--- src/design/kbm_pkg.sv ---
// Constants of the keyboard-controller host mailbox.
// Assumes the host decodes a 16-bit I/O address and the core a port word.
package kbm_pkg;

	// ----------------------------------------
	// Host I/O addresses
	// ----------------------------------------
	localparam logic [15:0] DATA_PORT_ADDR = 16'h0060;
	localparam logic [15:0] CTL_PORT_ADDR = 16'h0064;
	localparam int HOST_ADDR_CD_BIT = 2;

	// ----------------------------------------
	// Status register layout
	// ----------------------------------------
	localparam int ST_OBF_BIT = 0;
	localparam int ST_IBF_BIT = 1;
	localparam int ST_CD_BIT = 3;
	localparam logic [7:0] STATUS_RESET = 8'h00;
	localparam logic [7:0] STATUS_UD_MASK = 8'hf4;

	// ----------------------------------------
	// Core output port bit positions
	// ----------------------------------------
	localparam int PB_A20 = 1;
	localparam int PB_MOUSE_DATA = 2;
	localparam int PB_MOUSE_CLOCK = 3;
	localparam int PB_KB_IRQ = 4;
	localparam int PB_MOUSE_IRQ = 5;
	localparam int PB_KB_CLOCK = 6;
	localparam int PB_KB_DATA = 7;
	// Pin bits at one so that all four pins are pulled low out of reset
	localparam logic [7:0] PORT_RESET = 8'hcc;

	// ----------------------------------------
	// Reset pulse length expected of the system
	// ----------------------------------------
	localparam int REF_CLK_HZ = 16000000;
	localparam int RESET_REF_PERIODS = 24;
	localparam int SYS_CLK_HZ = 250000000;
	localparam int RESET_MIN_NS = (RESET_REF_PERIODS * 1000) / 16;
	localparam int RESET_MIN_CYCLES = (RESET_MIN_NS * (SYS_CLK_HZ / 1000000)
		+ 999) / 1000;

	// ----------------------------------------
	// Core power state
	// ----------------------------------------
	typedef enum logic [1:0] {
		PWR_RUN = 2'b00,
		PWR_SOFT_DOWN = 2'b01,
		PWR_HARD_DOWN = 2'b10
	} kbm_pwr_t;

endpackage

--- src/design/kbm_sync.sv ---
// Two-flop synchroniser for pin levels.
// Assumes inputs are asynchronous to clk_sys; width set per instance.
`timescale 1ns/10ps
`default_nettype none
module kbm_sync #(
	parameter int WIDTH = 4,
	parameter logic [WIDTH-1:0] RESET_VAL = '0
) (
	input wire logic clk_sys,
	input wire logic rst_n,
	input wire logic [WIDTH-1:0] asyncIn,
	output logic [WIDTH-1:0] syncOut
);

	logic [WIDTH-1:0] stage1_q;
	logic [WIDTH-1:0] stage2_q;

	generate
		if (WIDTH < 1) begin : g_chk
			$error("kbm_sync needs WIDTH of at least one");
		end
	endgenerate

	// First stage feeds only the second stage
	always_ff @(posedge clk_sys or negedge rst_n) begin
		if (!rst_n) begin
			stage1_q <= RESET_VAL;
			stage2_q <= RESET_VAL;
		end else begin
			stage1_q <= asyncIn;
			stage2_q <= stage1_q;
		end
	end

	assign syncOut = stage2_q;

endmodule
`default_nettype wire

--- src/design/kbm_host_mailbox.sv ---
// Host mailbox of the keyboard controller: buffers, status, IRQs, pins.
// Assumes host and core strobes are one-cycle pulses on clk_sys and
// that the four keyboard/mouse pins resolve open-drain outside.
`timescale 1ns/10ps
`default_nettype none
module kbm_host_mailbox #(
	parameter int HOST_ADDR_W = 16
) (
	input wire logic clk_sys,
	input wire logic rst_n,
	// Host I/O side
	input wire logic hostWrStb,
	input wire logic hostRdStb,
	input wire logic [HOST_ADDR_W-1:0] hostAddr,
	input wire logic [7:0] hostWrData,
	output logic [7:0] hostRdData,
	output logic hostRdValid,
	output logic keyboard_irq_out,
	output logic mouse_irq_out,
	// Core side
	input wire logic coreIbRdStb,
	input wire logic coreObWrStb,
	input wire logic [7:0] coreObWrData,
	input wire logic coreStatusWrStb,
	input wire logic [7:0] coreStatusWrData,
	input wire logic corePortWrStb,
	input wire logic [7:0] corePortWrData,
	input wire logic coreEnFlagsStb,
	input wire logic coreHaltStb,
	input wire logic coreStopStb,
	input wire logic coreIbfIrqEn,
	input wire logic coreTimerOvf,
	output logic [7:0] core_input_buffer,
	output logic [7:0] coreStatus,
	output logic coreIbfIrq,
	output logic coreTimerIrq,
	output logic coreAluClkEn,
	output logic coreOscEn,
	output logic coreWakeCall,
	output logic coreWakeNext,
	output logic a20_gate_out,
	// Open-drain pins and their readback
	input wire logic kbClockPinIn,
	input wire logic kbDataPinIn,
	input wire logic mouseClockPinIn,
	input wire logic mouseDataPinIn,
	output logic kbClockPinOut,
	output logic kbClockPinOe,
	output logic kbDataPinOut,
	output logic kbDataPinOe,
	output logic mouseClockPinOut,
	output logic mouseClockPinOe,
	output logic mouseDataPinOut,
	output logic mouseDataPinOe,
	output logic core_test_input_a,
	output logic core_test_input_b,
	output logic kb_data_readback,
	output logic mouse_data_readback
);

	generate
		if (HOST_ADDR_W < 7) begin : g_chk
			$error("HOST_ADDR_W too small to decode 0x64");
		end
	endgenerate

	// ----------------------------------------
	// Address decode
	// ----------------------------------------
	wire logic [15:0] addrExt;
	wire logic hitData, hitCtl, hostDataWr, hostCmdWr;
	wire logic hostInWr, hostObRd, hostStRd;

	assign addrExt = 16'(hostAddr);
	assign hitData = (addrExt == kbm_pkg::DATA_PORT_ADDR);
	assign hitCtl = (addrExt == kbm_pkg::CTL_PORT_ADDR);
	assign hostDataWr = hostWrStb && hitData;
	assign hostCmdWr = hostWrStb && hitCtl;
	assign hostInWr = hostDataWr || hostCmdWr;
	assign hostObRd = hostRdStb && hitData;
	assign hostStRd = hostRdStb && hitCtl;

	// ----------------------------------------
	// Buffers and status flags
	// ----------------------------------------
	logic [7:0] inBuf_q, outBuf_q, ud_q, port_q;
	logic obf_q, ibf_q, cd_q, enFlags_q;
	wire logic obf_d, ibf_d, cd_d;
	logic [7:0] status;

	// A set in the same cycle as a clear wins, so no event is lost
	assign obf_d = coreObWrStb ? 1'b1 : (hostObRd ? 1'b0 : obf_q);
	// Overwrite of a full buffer simply keeps the flag set
	assign ibf_d = hostInWr ? 1'b1 : (coreIbRdStb ? 1'b0 : ibf_q);
	assign cd_d = hostInWr ? addrExt[kbm_pkg::HOST_ADDR_CD_BIT] : cd_q;

	always_comb begin
		status = ud_q & kbm_pkg::STATUS_UD_MASK;
		status[kbm_pkg::ST_OBF_BIT] = obf_q;
		status[kbm_pkg::ST_IBF_BIT] = ibf_q;
		status[kbm_pkg::ST_CD_BIT] = cd_q;
	end

	always_ff @(posedge clk_sys or negedge rst_n) begin
		if (!rst_n) begin
			obf_q <= 1'b0;
			ibf_q <= 1'b0;
			cd_q <= 1'b0;
			ud_q <= kbm_pkg::STATUS_RESET;
		end else begin
			obf_q <= obf_d;
			ibf_q <= ibf_d;
			cd_q <= cd_d;
			if (coreStatusWrStb) ud_q <= coreStatusWrData;
		end
	end

	// Data buffers clear to 0x00 on reset
	always_ff @(posedge clk_sys or negedge rst_n) begin
		if (!rst_n) begin
			inBuf_q <= 8'h00;
			outBuf_q <= 8'h00;
		end else begin
			if (hostInWr) inBuf_q <= hostWrData;
			if (coreObWrStb) outBuf_q <= coreObWrData;
		end
	end

	// ----------------------------------------
	// Flag gating and core port
	// ----------------------------------------
	// Gating stays on once enabled until the next reset
	always_ff @(posedge clk_sys or negedge rst_n) begin
		if (!rst_n) begin
			enFlags_q <= 1'b0;
			port_q <= kbm_pkg::PORT_RESET;
		end else begin
			if (coreEnFlagsStb) enFlags_q <= 1'b1;
			if (corePortWrStb) port_q <= corePortWrData;
		end
	end

	wire logic kbIrq_d, mouseIrq_d;

	// Built from next-state flags so the IRQ changes on the same edge as its flag
	assign kbIrq_d = enFlags_q ? (port_q[kbm_pkg::PB_KB_IRQ] && obf_d)
		: port_q[kbm_pkg::PB_KB_IRQ];
	assign mouseIrq_d = enFlags_q ? (port_q[kbm_pkg::PB_MOUSE_IRQ] && !ibf_d)
		: port_q[kbm_pkg::PB_MOUSE_IRQ];

	// ----------------------------------------
	// Power-down control
	// ----------------------------------------
	kbm_pkg::kbm_pwr_t pwr_q, pwr_d;
	wire logic asleep;

	assign asleep = (pwr_q != kbm_pkg::PWR_RUN);

	always_comb begin
		case (pwr_q)
			kbm_pkg::PWR_RUN: begin
				if (coreStopStb) begin
					pwr_d = kbm_pkg::PWR_HARD_DOWN;
				end else if (coreHaltStb) begin
					pwr_d = kbm_pkg::PWR_SOFT_DOWN;
				end else begin
					pwr_d = kbm_pkg::PWR_RUN;
				end
			end
			kbm_pkg::PWR_SOFT_DOWN,
			kbm_pkg::PWR_HARD_DOWN: begin
				pwr_d = hostInWr ? kbm_pkg::PWR_RUN : pwr_q;
			end
			default: begin
				pwr_d = kbm_pkg::PWR_RUN;
			end
		endcase
	end

	// ----------------------------------------
	// Output registers
	// ----------------------------------------
	// Reset restarts the core at location 0 by itself; no wake pulse then
	always_ff @(posedge clk_sys or negedge rst_n) begin
		if (!rst_n) begin
			pwr_q <= kbm_pkg::PWR_RUN;
			coreWakeCall <= 1'b0;
			coreWakeNext <= 1'b0;
			coreAluClkEn <= 1'b1;
			coreOscEn <= 1'b1;
		end else begin
			pwr_q <= pwr_d;
			coreWakeCall <= asleep && hostInWr && coreIbfIrqEn;
			coreWakeNext <= asleep && hostInWr && !coreIbfIrqEn;
			coreAluClkEn <= (pwr_d == kbm_pkg::PWR_RUN);
			coreOscEn <= (pwr_d != kbm_pkg::PWR_HARD_DOWN);
		end
	end

	always_ff @(posedge clk_sys or negedge rst_n) begin
		if (!rst_n) begin
			hostRdData <= 8'h00;
			hostRdValid <= 1'b0;
			keyboard_irq_out <= 1'b0;
			mouse_irq_out <= 1'b0;
			core_input_buffer <= 8'h00;
			coreStatus <= kbm_pkg::STATUS_RESET;
			coreIbfIrq <= 1'b0;
			coreTimerIrq <= 1'b0;
			a20_gate_out <= 1'b0;
		end else begin
			hostRdValid <= hostObRd || hostStRd;
			if (hostObRd) hostRdData <= outBuf_q;
			else if (hostStRd) hostRdData <= status;
			keyboard_irq_out <= kbIrq_d;
			mouse_irq_out <= mouseIrq_d;
			core_input_buffer <= hostInWr ? hostWrData : inBuf_q;
			coreStatus <= status;
			coreIbfIrq <= ibf_d && coreIbfIrqEn;
			coreTimerIrq <= coreTimerOvf;
			a20_gate_out <= port_q[kbm_pkg::PB_A20];
		end
	end

	// ----------------------------------------
	// Open-drain pins
	// ----------------------------------------
	// Pin level is the inverted port bit, so a one pulls the line low
	always_ff @(posedge clk_sys or negedge rst_n) begin
		if (!rst_n) begin
			kbClockPinOe <= 1'b1;
			kbDataPinOe <= 1'b1;
			mouseClockPinOe <= 1'b1;
			mouseDataPinOe <= 1'b1;
		end else begin
			kbClockPinOe <= port_q[kbm_pkg::PB_KB_CLOCK];
			kbDataPinOe <= port_q[kbm_pkg::PB_KB_DATA];
			mouseClockPinOe <= port_q[kbm_pkg::PB_MOUSE_CLOCK];
			mouseDataPinOe <= port_q[kbm_pkg::PB_MOUSE_DATA];
		end
	end

	assign kbClockPinOut = 1'b0;
	assign kbDataPinOut = 1'b0;
	assign mouseClockPinOut = 1'b0;
	assign mouseDataPinOut = 1'b0;

	// Pin readback passes two flops; lines idle high on pull-ups
	logic [3:0] pinSync;

	kbm_sync #(
		.WIDTH(4),
		.RESET_VAL(4'h0)
	) u_pinSync (
		.clk_sys(clk_sys),
		.rst_n(rst_n),
		.asyncIn({mouseDataPinIn, mouseClockPinIn, kbDataPinIn,
			kbClockPinIn}),
		.syncOut(pinSync)
	);

	assign core_test_input_a = pinSync[0];
	assign kb_data_readback = pinSync[1];
	assign core_test_input_b = pinSync[2];
	assign mouse_data_readback = pinSync[3];
endmodule
`default_nettype wire

--- config.mk ---
export PLATFORM = sky130hd
export DESIGN_NAME = kbm_host_mailbox
export DESIGN_NICKNAME = d
export VERILOG_FILES = /design/src/design/kbm_pkg.sv /design/src/design/kbm_sync.sv /design/src/design/kbm_host_mailbox.sv
export SDC_FILE = /design/constraint.sdc
export NUM_CORES = 1
export LEC_CHECK = 0
export ABC_CLOCK_PERIOD_IN_PS = 2200
export BUFFER_PORTS_ARGS = -buffer_cell sky130_fd_sc_hd__buf_2
export CAP_MARGIN = 20
export CORE_ASPECT_RATIO = 0.8
export CORE_MARGIN = 2
export CORE_UTILIZATION = 45
export DETAILED_ROUTE_END_ITERATION = 12
export GPL_TIMING_DRIVEN = 0
export MAX_ROUTING_LAYER = met4
export PLACE_DENSITY_LB_ADDON = 0.08
export SYNTH_ARGS = -nofsm -noshare
export SYNTH_HDL_FRONTEND = slang
export SYNTH_HIERARCHICAL = 1
export SYNTH_SLANG_ARGS = --single-unit
--- constraint.sdc ---
create_clock -name clk_sys -period 2.2 [get_ports clk_sys]
set_input_delay 0 -clock clk_sys [delete_from_list [all_inputs] [get_ports clk_sys]]
set_output_delay 0 -clock clk_sys [all_outputs]
set_load 0.05 [all_outputs]
== Word-level counts from Yosys, hierarchy flattened ==
Cells that the tools add are included.
Word-level totals
  flip-flop bits (word level): 76
  input bits: 65
  output and inout port bits: 46
  logic and storage cells: 64
Cells by class
  equal/unequal tests: 5
  mux-type cells: 13
  reduce and logical (&&, ||, !) cells: 19
Operators by type and width (count)
  16-bit by 7-bit equality test with 1-bit output (second input constant): 2
  8-bit two-way mux: 3
  1-bit logical AND: 10
  1-bit two-way mux: 7
  2-bit logical NOT: 2
  2-bit two-way mux: 2
  2-bit one-hot mux with 2 select lines: 1
  2-bit nonzero test: 2
  2-bit by 1-bit equality test with 1-bit output (second input constant): 1
  2-bit equality test (second input constant): 1
  1-bit logical NOT: 2
  1-bit logical OR: 2
  2-bit != test (second input constant): 1
  2-bit OR reduction: 1

== Longest topological paths before layout ==
Gate-level depths: netlist (run 1).
  depth in word-level cells: 7
  depth in mapped cells: 6
  depth with buffers taken out: 6

== Modules after synthesis ==
The synthesis (run 1) kept the hierarchy.
Modules (own cells, without submodules)
  kbm_host_mailbox: times used 1, cells each 164, area each 2493.6 sq um, seq. area each 1614.0 sq um
  kbm_sync: times used 1, cells each 8, area each 200.2 sq um, seq. area each 200.2 sq um

== Worst setup path before layout (run 1) ==
OpenSTA, ideal clock, no wires.
  path type: flip-flop to flip-flop
  start point: register pwr_q[0]
  end point: register pwr_q[0]
  setup time: 123 ps
  arrival time: 1017 ps
  data required time: 2077 ps
  path slack: 1061 ps
  cell stages (with the launch flop): 6
  path buffers: 0
  clock period less this slack: 1139 ps
  cells stage by stage: dfrtp_1 inv_1 ha_1 and3b_1 a31oi_1 nor2_1
On the way
  longest elaborated chain between the ends: 3
  elaborated cells between the ends (all ways): 6
  those cells by class: eq/ne (2); mux (2); reduce/logical (2)
RTL lines
  start, declared: RTL line kbm_host_mailbox.sv:154  | kbm_pkg::kbm_pwr_t pwr_q, pwr_d;
  start signal, assigned: RTL line kbm_host_mailbox.sv:186  | pwr_q <= kbm_pkg::PWR_RUN;
  start signal, assigned: RTL line kbm_host_mailbox.sv:192  | pwr_q <= pwr_d;
  2-bit by 1-bit equality test with 1-bit output or 2-bit equality test (tied branches): RTL line kbm_host_mailbox.sv:160  | case (pwr_q)
  2-bit OR reduction: RTL line kbm_host_mailbox.sv:160
  2-bit one-hot mux with 2 select lines (*): RTL line kbm_host_mailbox.sv:160
  named net pwr_d[0]: RTL line kbm_host_mailbox.sv:154
The timed path passes the listed nets; every way through them passes the cells marked *.
A chain may end at the register's enable or synchronous reset.

== Worst setup path after layout (run 1) ==
  start point: input coreStatusWrStb
  end point: register ud_q[2]
RTL lines
  start, declared: RTL line kbm_host_mailbox.sv:24  | input wire logic coreStatusWrStb,
  end signal, assigned: RTL line kbm_host_mailbox.sv:109  | ud_q <= kbm_pkg::STATUS_RESET;
  end signal, assigned: RTL line kbm_host_mailbox.sv:114  | if (coreStatusWrStb) ud_q <= coreStatusWrData;
  end, declared: RTL line kbm_host_mailbox.sv:86  | logic [7:0] inBuf_q, outBuf_q, ud_q, port_q;
No word-level cell between the ends.

==> flow_summary.ini, run 1 <==
[cts]
cts_buffer_depth = 2
cts_sinks = 72
cts_buffers = 9
path_clk_slew_ns = 0.07
clk_latency_ns = 0.33
cts_root_buf = clkbuf_8
post_cts_resized = 0
cts_tree = done
post-cts-setup-buffers = 0
h-tree-depth = 3

[logic_synthesis]
synth.most_common_cell = dfrtp_1
synthFlopType = dfrtp_1
synth_common_cells = 62 x dfrtp_1, 22 x mux2_2, 11 x nand2_1
ys_seq_area_share_pct = 67.3
postSynthCellCount = 172
ys_types = 35
async_flop_share_pct = 100
yosysTopAreaCell = dfrtp_1
avgSynthCellArea_um2 = 15.7
yosysWarnings = 6
synth_edf_count = 0
synth_area_um2 = 2690
synth.area.top_cells = dfrtp_1 58%, dfstp_2 9.8%, mux2_2 9.2%
ys_seq_elements = 72
synth_top_area_share_pct = 57.6

[global_routing]
grt_use_total_pct = 17.6
grt_max_degree = 73
grt_remaining_overflow = 0
grt_pass1_vias = 1909
antenna_found_initial = 0
grt_pass1_wl_um = 8620

[final_layout]
diodes = 0
areaGrowthSynthToFinish_pct = 45.6
multi_input_area_um2 = 820
seqCellArea_um2 = 1810
drive_above_1_share_pct = 50.5
nFillCells = 453
fin_nets = 393
instances_no_fill = 412

[sta]
period_minus_slack_ns = 1.35
final_max_slew_viol_count = 0
clock_skew_ns = 0.00584
max-slew-margin-rel_pct = 42.6
worstMarginPinSlew_ns = 0.861
final_hold_viol_count = 0
fin_setup_tns_ns = 0
max_freq_ghz = 0.740
setup_viol = 0
whs_ns = 0.0268
rsz0062_at_grt = no
timing.final.ws_setup_ns = 0.849
timing.final.crit_share_pct = 61.4

[floorplanning]
initial_utilization_pct = 46.1
die_y_um = 73.2
std_cell_rows = 25
die_w_um = 90.5
core-area_um2 = 5850
dieArea_um2 = 6620
io-pin-count = 111

[placement]
numPortBuffers = 99
hpwl_um = 3460
pre_cts_slack_ns = 0.805
place_congestion = 0.716
placed_cells = 355

[route]
drcViolationCount = 0
wirelength_um = 5200
final_antenna_net_count = 0
dr_total_vias = 1861
wire_per_inst_um = 12.6
drt-initial-drc-count = 53
drtPass1Iterations = 4
avgViaCountPerCell = 4.52

[power_and_ir_drop]
intPower_uw = 2260
fin_total_pwr_uw = 3130
p_sw_share_pct = 27.6
max-vdd-ir-drop_v = 0.000573
p_seq_share_pct = 47.9
power.share.clock_pct = 33.7
pwr_density_cell_nw_per_um2 = 797
p_comb_share_pct = 18.4
switching_power_uw = 862
leakagePower_uw = 0.00197

[critical_path]
path_max_fanout = 5
crit_path_end_kind = flop
critPathSlowestCell = dlygate4sd3_1
path_cells = dlygate4sd3_1, buf_2, mux2_2, dlygate4sd3_1
critical_path_class = input port to flop
crit_path_max_incr_delay_ns = 0.54
critPathRequiredTime_ns = 2.42
critPathTopFamily = buffers and inverters
arrival_ns = 1.57
cpMostUsedCell = dlygate4sd3_1
start_kind = input port
crit_buf_inv = 3
reg2reg_setup_slack_ns = 0.90

[outcome]
outcome = finished, final reports clean

[flow_run]
max_cap_violations = 0

[worst_hold_path]
hp-class = input port to flop
-- layout make-up --
class | count | share of cell area, %
flip-flops and latches | 72 | 46.3
clock inverters | 4 | 1.31
repair buffers | 140 | 23.2
well taps | 81 | 2.58
clock buffers | 12 | 3.96
plain buffers | 9 | 1.44
inverters | 4 | 0.383
multi-input cells | 90 | 20.9
-- cells in the final DEF (no fill, tap or decap), types with 5 or more instances in the layout --
master / netlist / routed
mux2_2: 22 / 22
dlygate4sd3_1: 0 / 41
buf_2: 0 / 98
nand2_1: 11 / 11
o21ai_0: 8 / 8
clkbuf_1: 4 / 5
clkbuf_8: 0 / 11
dfstp_2: 10 / 10
buf_4: 4 / 5
mux2_4: 7 / 7
dfrtp_1: 62 / 62
mux2i_1: 8 / 8
-- logic make-up after synthesis --
| family | Yosys count | synth area share [%] |
|---|---|---|
| other | 1 | 0.139 |
| adders and majority gates | 2 | 0.929 |
| buffers and inverters | 13 | 2.65 |
| and+or+nand+nor | 30 | 9.01 |
| DFF | 72 | 67.3 |
| muxes | 37 | 16.1 |
| AOI/OAI and AO/OA | 17 | 3.86 |
-- through the flow --
stage,utilization [%],instance area [µm²]
finish,67.0,3920
global route,67.0,3920
CTS,66.9,3910
detailed placement,56.5,3300
global placement,56.4,3300
floorplan,-,2710
-- state kept, by name, summed over array words and instances (netlist names), 2 cells and up --
signal	flops
pwr_q	2
u_pinSync/stage1_q	4
u_pinSync/syncOut	4
outBuf_q	8
ud_q	5
core_input_buffer	8
hostRdData	8
coreStatus	8
port_q	7
-- path summary, 6_finish.rpt --
| check | startpoint | to | cells after the start |
|---|---|---|---|
| setup / recovery | coreStatusWrStb | ud_q[2] | 4 |
| hold / removal | hostAddr[1] | coreWakeNext | 4 |
| min in group asynchronous | rst_n | outBuf_q[5] | 2 |
| hold reg to reg | u_pinSync/stage1_q[0] | u_pinSync/syncOut[0] | 0 |
| setup reg to reg | ud_q[2] | ud_q[2] | 2 |
| max in group asynchronous | rst_n | coreWakeCall | 2 |
-- worst reg2reg max path, delay by kind of cell (launching register included) --
| kind | cells | cell delay, ns |
|---|---|---|
| DFF | 1 | 0.39 |
| buffers and inverters | 1 | 0.54 |
| muxes | 1 | 0.26 |
-- metal layers --
metal,up-vias,wire length [µm],global-route usage (%)
met3,4,322,7.33
met4,0,29,4.79
met2,59,2590,29.0
met5,-,0,-
li1,902,-,-
met1,896,2260,20.2
-- power groups by stage --
stage	Sequential, µW	Clock, µW	Combinational [µW]
after floorplan	1680	0	196
final	1500	1060	574
after global placement	1520	0	515
after detailed placement	1520	0	525
after CTS	1500	1100	580
after global routing	1510	1140	627
-- repair_timing --
item,in CTS,in global routing
hold buffers,40,1
endpoints found under the hold margin,103,1
endpoints found under the setup margin,0,0
Power figures use the tool's default switching activity.
==> run 2: changes to the inputs <==
--- a/config.mk
+++ b/config.mk
@@ -5,7 +5,7 @@
 export SDC_FILE = /design/constraint.sdc
 export NUM_CORES = 1
 export LEC_CHECK = 0
-export ABC_CLOCK_PERIOD_IN_PS = 2200
+export ABC_CLOCK_PERIOD_IN_PS = 1250
 export BUFFER_PORTS_ARGS = -buffer_cell sky130_fd_sc_hd__buf_2
 export CAP_MARGIN = 20
 export CORE_ASPECT_RATIO = 0.8
==> constraint.sdc (replaced) <==
create_clock -name clk_sys -period 1.25 [get_ports clk_sys]
set_input_delay 0 -clock clk_sys [delete_from_list [all_inputs] [get_ports clk_sys]]
set_output_delay 0 -clock clk_sys [all_outputs]
set_load 0.05 [all_outputs]
==> flow_summary.ini, run 2 (synthesis gave the netlist of run 1 again) <==
[outcome]
outcome = finished, final reports clean

[critical_path]
critPathRequiredTime_ns = 1.47
crit_buf_inv = 1
crit_path_end_kind = flop
path_cells = inv_2, ha_4, and3b_1, a31oi_2, nor2_1
crit_path_max_incr_delay_ns = 0.37
critPathTopFamily = flip-flops
arrival_ns = 1.35
start_kind = flop
path_max_fanout = 5
critical_path_class = flop to flop
critPathSlowestCell = dfrtp_1

[floorplanning]
die_w_um = 90.5
core-area_um2 = 5850
std_cell_rows = 25
die_y_um = 73.2
dieArea_um2 = 6620
io-pin-count = 111
initial_utilization_pct = 46.1

[sta]
rsz0062_at_grt = no
timing.final.crit_share_pct = 90.0
whs_ns = 0.0270
final_max_slew_viol_count = 0
fin_setup_tns_ns = 0
max-slew-margin-rel_pct = 42.7
worstMarginPinSlew_ns = 0.859
clock_skew_ns = 0.00599
max_freq_ghz = 0.889
final_hold_viol_count = 0
period_minus_slack_ns = 1.13
timing.final.ws_setup_ns = 0.125
setup_viol = 0

[worst_hold_path]
hp-class = input port to flop

[route]
wire_per_inst_um = 12.6
dr_total_vias = 1865
drtPass1Iterations = 4
wirelength_um = 5210
avgViaCountPerCell = 4.52
drt-initial-drc-count = 55
drcViolationCount = 0
final_antenna_net_count = 0

[power_and_ir_drop]
intPower_uw = 4070
switching_power_uw = 1550
pwr_density_cell_nw_per_um2 = 1420
p_comb_share_pct = 20.3
p_seq_share_pct = 46.7
p_sw_share_pct = 27.6
power.share.clock_pct = 33.0
leakagePower_uw = 0.00198
max-vdd-ir-drop_v = 0.00104

[cts]
cts_buffers = 9
path_clk_slew_ns = 0.07
cts_buffer_depth = 2
cts_sinks = 72
cts_tree = done
clk_latency_ns = 0.33
cts_root_buf = clkbuf_8
h-tree-depth = 3

[global_routing]
grt_max_degree = 73
antenna_found_initial = 0
grt_use_total_pct = 17.8
grt_pass1_wl_um = 8700
grt_pass1_vias = 1933
grt_remaining_overflow = 0

[placement]
place_congestion = 0.716
numPortBuffers = 99
hpwl_um = 3460
placed_cell_area_um2 = 3300
pre_cts_slack_ns = -0.145

[final_layout]
stdcell_area_um2 = 3950
mostFrequentLayoutCells = 98 x buf_2, 62 x dfrtp_1, 40 x dlygate4sd3_1
fin_nets = 394
drive_above_1_share_pct = 52.1
layout_commonest_cell = buf_2
diodes = 0
areaGrowthSynthToFinish_pct = 46.5

[flow_run]
max_cap_violations = 0
==> run 2: changes by cell type in the layout (fill, tap and decap cells not counted), sizes merged <==
cell,change
buf,+2
dlygate4sd3,-1
==> run 2: routing by layer <==
layer	vias to the layer above	share of wire [%]	track usage, %
met1	898	43	20.2
met3	4	6.2	7.33
met2	59	50	29.5
met5	-	0	-
met4	0	0.56	4.79
li1	904	-	-
==> run 2: what timing repair did <==
item / 4_1_cts / 5_1_grt
setup buffers: 2 / 0
endpoints found under the setup margin: 2 / 2
gates resized for setup: 0 / 4
pin swaps: 0 / 1
hold buffers: 40 / 0
endpoints found under the hold margin: 103 / 0
==> run 2: power by group through the flow <==
| stage | logic [µW] | registers (µW) | clock network [µW] |
|---|---|---|---|
| after floorplan | 345 | 2950 | 0 |
| after global placement | 906 | 2670 | 0 |
| after detailed placement | 924 | 2680 | 0 |
| after CTS | 1080 | 2620 | 1930 |
| after global routing | 1240 | 2640 | 2010 |
| final | 1140 | 2620 | 1850 |
==> run 2: cell type report <==
type                    count  area [µm²]
flip-flops and latches     72        1810
clock inverters             4        51.3
multi-input cells          90         841
fillers                   445        1900
repair buffers            141         913
well taps                  81         101
plain buffers               9        56.3
clock buffers              12         155
inverters                   4        15.0
==> run 2: worst min-delay path, delay by kind of cell <==
family	cells	cell delay, ns
AND/OR/NAND/NOR	3	0.21
buffers and inverters	1	0.10
==> run 2: worst paths after layout <==
| check | start | endpoint | slack (ns) | depth (start not counted) |
|---|---|---|---|---|
| min in group asynchronous | rst_n | outBuf_q[5] | 0.33 | 2 |
| max reg2reg | pwr_q[1] | pwr_q[0] | 0.12 | 5 |
| max in group asynchronous | rst_n | coreWakeCall | 0.37 | 2 |
| max | pwr_q[1] | pwr_q[0] | 0.12 | 5 |
| min reg2reg | u_pinSync/stage1_q[1] | u_pinSync/syncOut[1] | 0.35 | 0 |
| min | hostAddr[1] | coreWakeNext | 0.03 | 4 |
==> run 2: metrics by stage <==
step                cells  total power [µW]  utilization (%)
finish                413              5620             67.5
global route          413              5890             67.5
CTS                   413              5630             67.1
detailed placement    355              3600             56.5
global placement      355              3580             56.4
floorplan             175              3300                -
==> run 3: changes to the inputs <==
--- a/config.mk
+++ b/config.mk
@@ -5,12 +5,14 @@
 export SDC_FILE = /design/constraint.sdc
 export NUM_CORES = 1
 export LEC_CHECK = 0
-export ABC_CLOCK_PERIOD_IN_PS = 1250
+export ABC_CLOCK_PERIOD_IN_PS = 900
 export BUFFER_PORTS_ARGS = -buffer_cell sky130_fd_sc_hd__buf_2
 export CAP_MARGIN = 20
+export CELL_PAD_IN_SITES_DETAIL_PLACEMENT = 0
+export CELL_PAD_IN_SITES_GLOBAL_PLACEMENT = 2
 export CORE_ASPECT_RATIO = 0.8
 export CORE_MARGIN = 2
-export CORE_UTILIZATION = 45
+export CORE_UTILIZATION = 28
 export DETAILED_ROUTE_END_ITERATION = 12
 export GPL_TIMING_DRIVEN = 0
 export MAX_ROUTING_LAYER = met4
==> constraint.sdc (replaced) <==
create_clock -name clk_sys -period 0.9 [get_ports clk_sys]
set_input_delay 0 -clock clk_sys [delete_from_list [all_inputs] [get_ports clk_sys]]
set_output_delay 0 -clock clk_sys [all_outputs]
set_load 0.05 [all_outputs]
==> flow_summary.ini, run 3 (synthesis gave the netlist of run 1 again) <==
[outcome]
outcome = finished, violations left
failed_checks = negative setup slack

[power_and_ir_drop]
switching_power_uw = 2460
p_seq_share_pct = 39.8
p_comb_share_pct = 21.3
fin_total_pwr_uw = 9300
power.share.clock_pct = 38.9
leakagePower_uw = 0.00230
max-vdd-ir-drop_v = 0.00121
pwr_density_cell_nw_per_um2 = 1940
p_sw_share_pct = 26.4
intPower_uw = 6840

[floorplanning]
die_w_um = 114
die_y_um = 91.7
std_cell_rows = 31
io-pin-count = 111
dieArea_um2 = 10400
core-area_um2 = 9190
initial_utilization_pct = 29.3

[global_routing]
grt_remaining_overflow = 0
grt_max_degree = 39
grt_use_total_pct = 13.5
grt_pass1_vias = 2069
grt_pass1_wl_um = 10300
antenna_found_initial = 0

[route]
wire_per_inst_um = 13.8
drt-initial-drc-count = 53
dr_total_vias = 2012
drcViolationCount = 0
drtPass1Iterations = 3
avgViaCountPerCell = 4.29
wirelength_um = 6480
final_antenna_net_count = 0

[cts]
cts_tree = done
cts_buffers = 9
cts_sinks = 72
clk_latency_ns = 0.33
cts_buffer_depth = 2
h-tree-depth = 3
cts_hold_buf = 39
cts_root_buf = clkbuf_16
path_clk_slew_ns = 0.06

[sta]
setup_viol = 24
period_minus_slack_ns = 1.18
whs_ns = 0.00858
max_freq_ghz = 0.851
timing.final.crit_share_pct = 131
worstMarginPinSlew_ns = 0.756
final_max_slew_viol_count = 0
timing.final.ws_setup_ns = -0.275
max-slew-margin-rel_pct = 49.6
fin_setup_tns_ns = -2.56
rsz0062_at_grt = yes
final_hold_viol_count = 0
clock_skew_ns = 0.00554

[final_layout]
diodes = 0
layout_commonest_cell = dfrtp_1
final_util_pct = 52.0
drive_above_1_share_pct = 61.3
instances_no_fill = 469
areaGrowthSynthToFinish_pct = 77.6
mostFrequentLayoutCells = 60 x dfrtp_1, 50 x buf_2, 41 x buf_6
nFillCells = 802
fin_nets = 416

[worst_hold_path]
hp-class = input port to flop
holdPathStages = 3

[flow_run]
max_cap_violations = 0

[placement]
place_congestion = 0.709
hpwl_um = 4210
placed_cells = 390
numPortBuffers = 99

[critical_path]
crit_path_end_kind = flop
arrival_ns = 1.43
start_kind = flop
path_max_fanout = 4
critical_path_class = flop to flop
critPathRequiredTime_ns = 1.15
ff2ff_path_depth = 6
run 3: cell type report:
type | count | area (µm²) | area share, %
buffer | 9 | 76.3 | 1.60
clock buffer | 12 | 256 | 5.36
clock inverter | 4 | 51.3 | 1.07
inverter | 4 | 15.0 | 0.314
multi-input combinational | 90 | 975 | 20.4
sequential | 72 | 1820 | 38.0
tap | 115 | 144 | 3.01
timing repair buffer | 163 | 1450 | 30.3
run 3: path summary, 6_finish.rpt:
check / from / end / slack, ns
setup / recovery: pwr_q[1] / coreOscEn / -0.28
hold / removal: hostAddr[10] / hostRdValid / 0.009
setup reg to reg: pwr_q[1] / coreOscEn / -0.28
hold reg to reg: u_pinSync/stage1_q[1] / u_pinSync/syncOut[1] / 0.35
max in group asynchronous: rst_n / coreAluClkEn / 0.21
min in group asynchronous: rst_n / u_pinSync/syncOut[3] / 0.12
run 3: timing repair:
item	CTS	global route
gates resized for setup	86	54
setup buffers	11	13
pin swaps	10	17
endpoints found under the setup margin	65	63
gates cloned	1	1
endpoints found under the hold margin	74	1
run 3: per-layer routing:
| layer | track usage [%] | vias to the layer above | wire length [µm] |
|---|---|---|---|
| li1 | - | 956 | - |
| met1 | 16.9 | 969 | 2970 |
| met2 | 19.9 | 76 | 2940 |
| met3 | 4.96 | 11 | 464 |
| met4 | 5.18 | 0 | 93 |
| met5 | - | - | 0 |
run 3: worst max-delay path, stage by stage, from the launching register on:
cell	delay, ns
dfrtp_1	0.40
inv_2	0.06
ha_4	0.27
nand2_1	0.05
nor2_1	0.11
o2bb2ai_2	0.13
nand2_1	0.08
run 3: metrics by stage:
stage	instance area, µm²	setup slack (ns)
2_1_floorplan	2730	-0.205
3_3_place_gp	3370	-0.806
3_5_place_dp	3390	-0.490
4_1_cts	4490	-0.269
5_1_grt	4780	-0.342
6_report	4780	-0.275
run 3: power by group through the flow:
stage	Clock, µW	Combinational, µW	Sequential [µW]
after global routing	3880	2120	3740
after floorplan	0	542	4110
after global placement	0	1380	3720
after CTS	3740	1820	3700
after detailed placement	0	1380	3720
final	3620	1980	3700
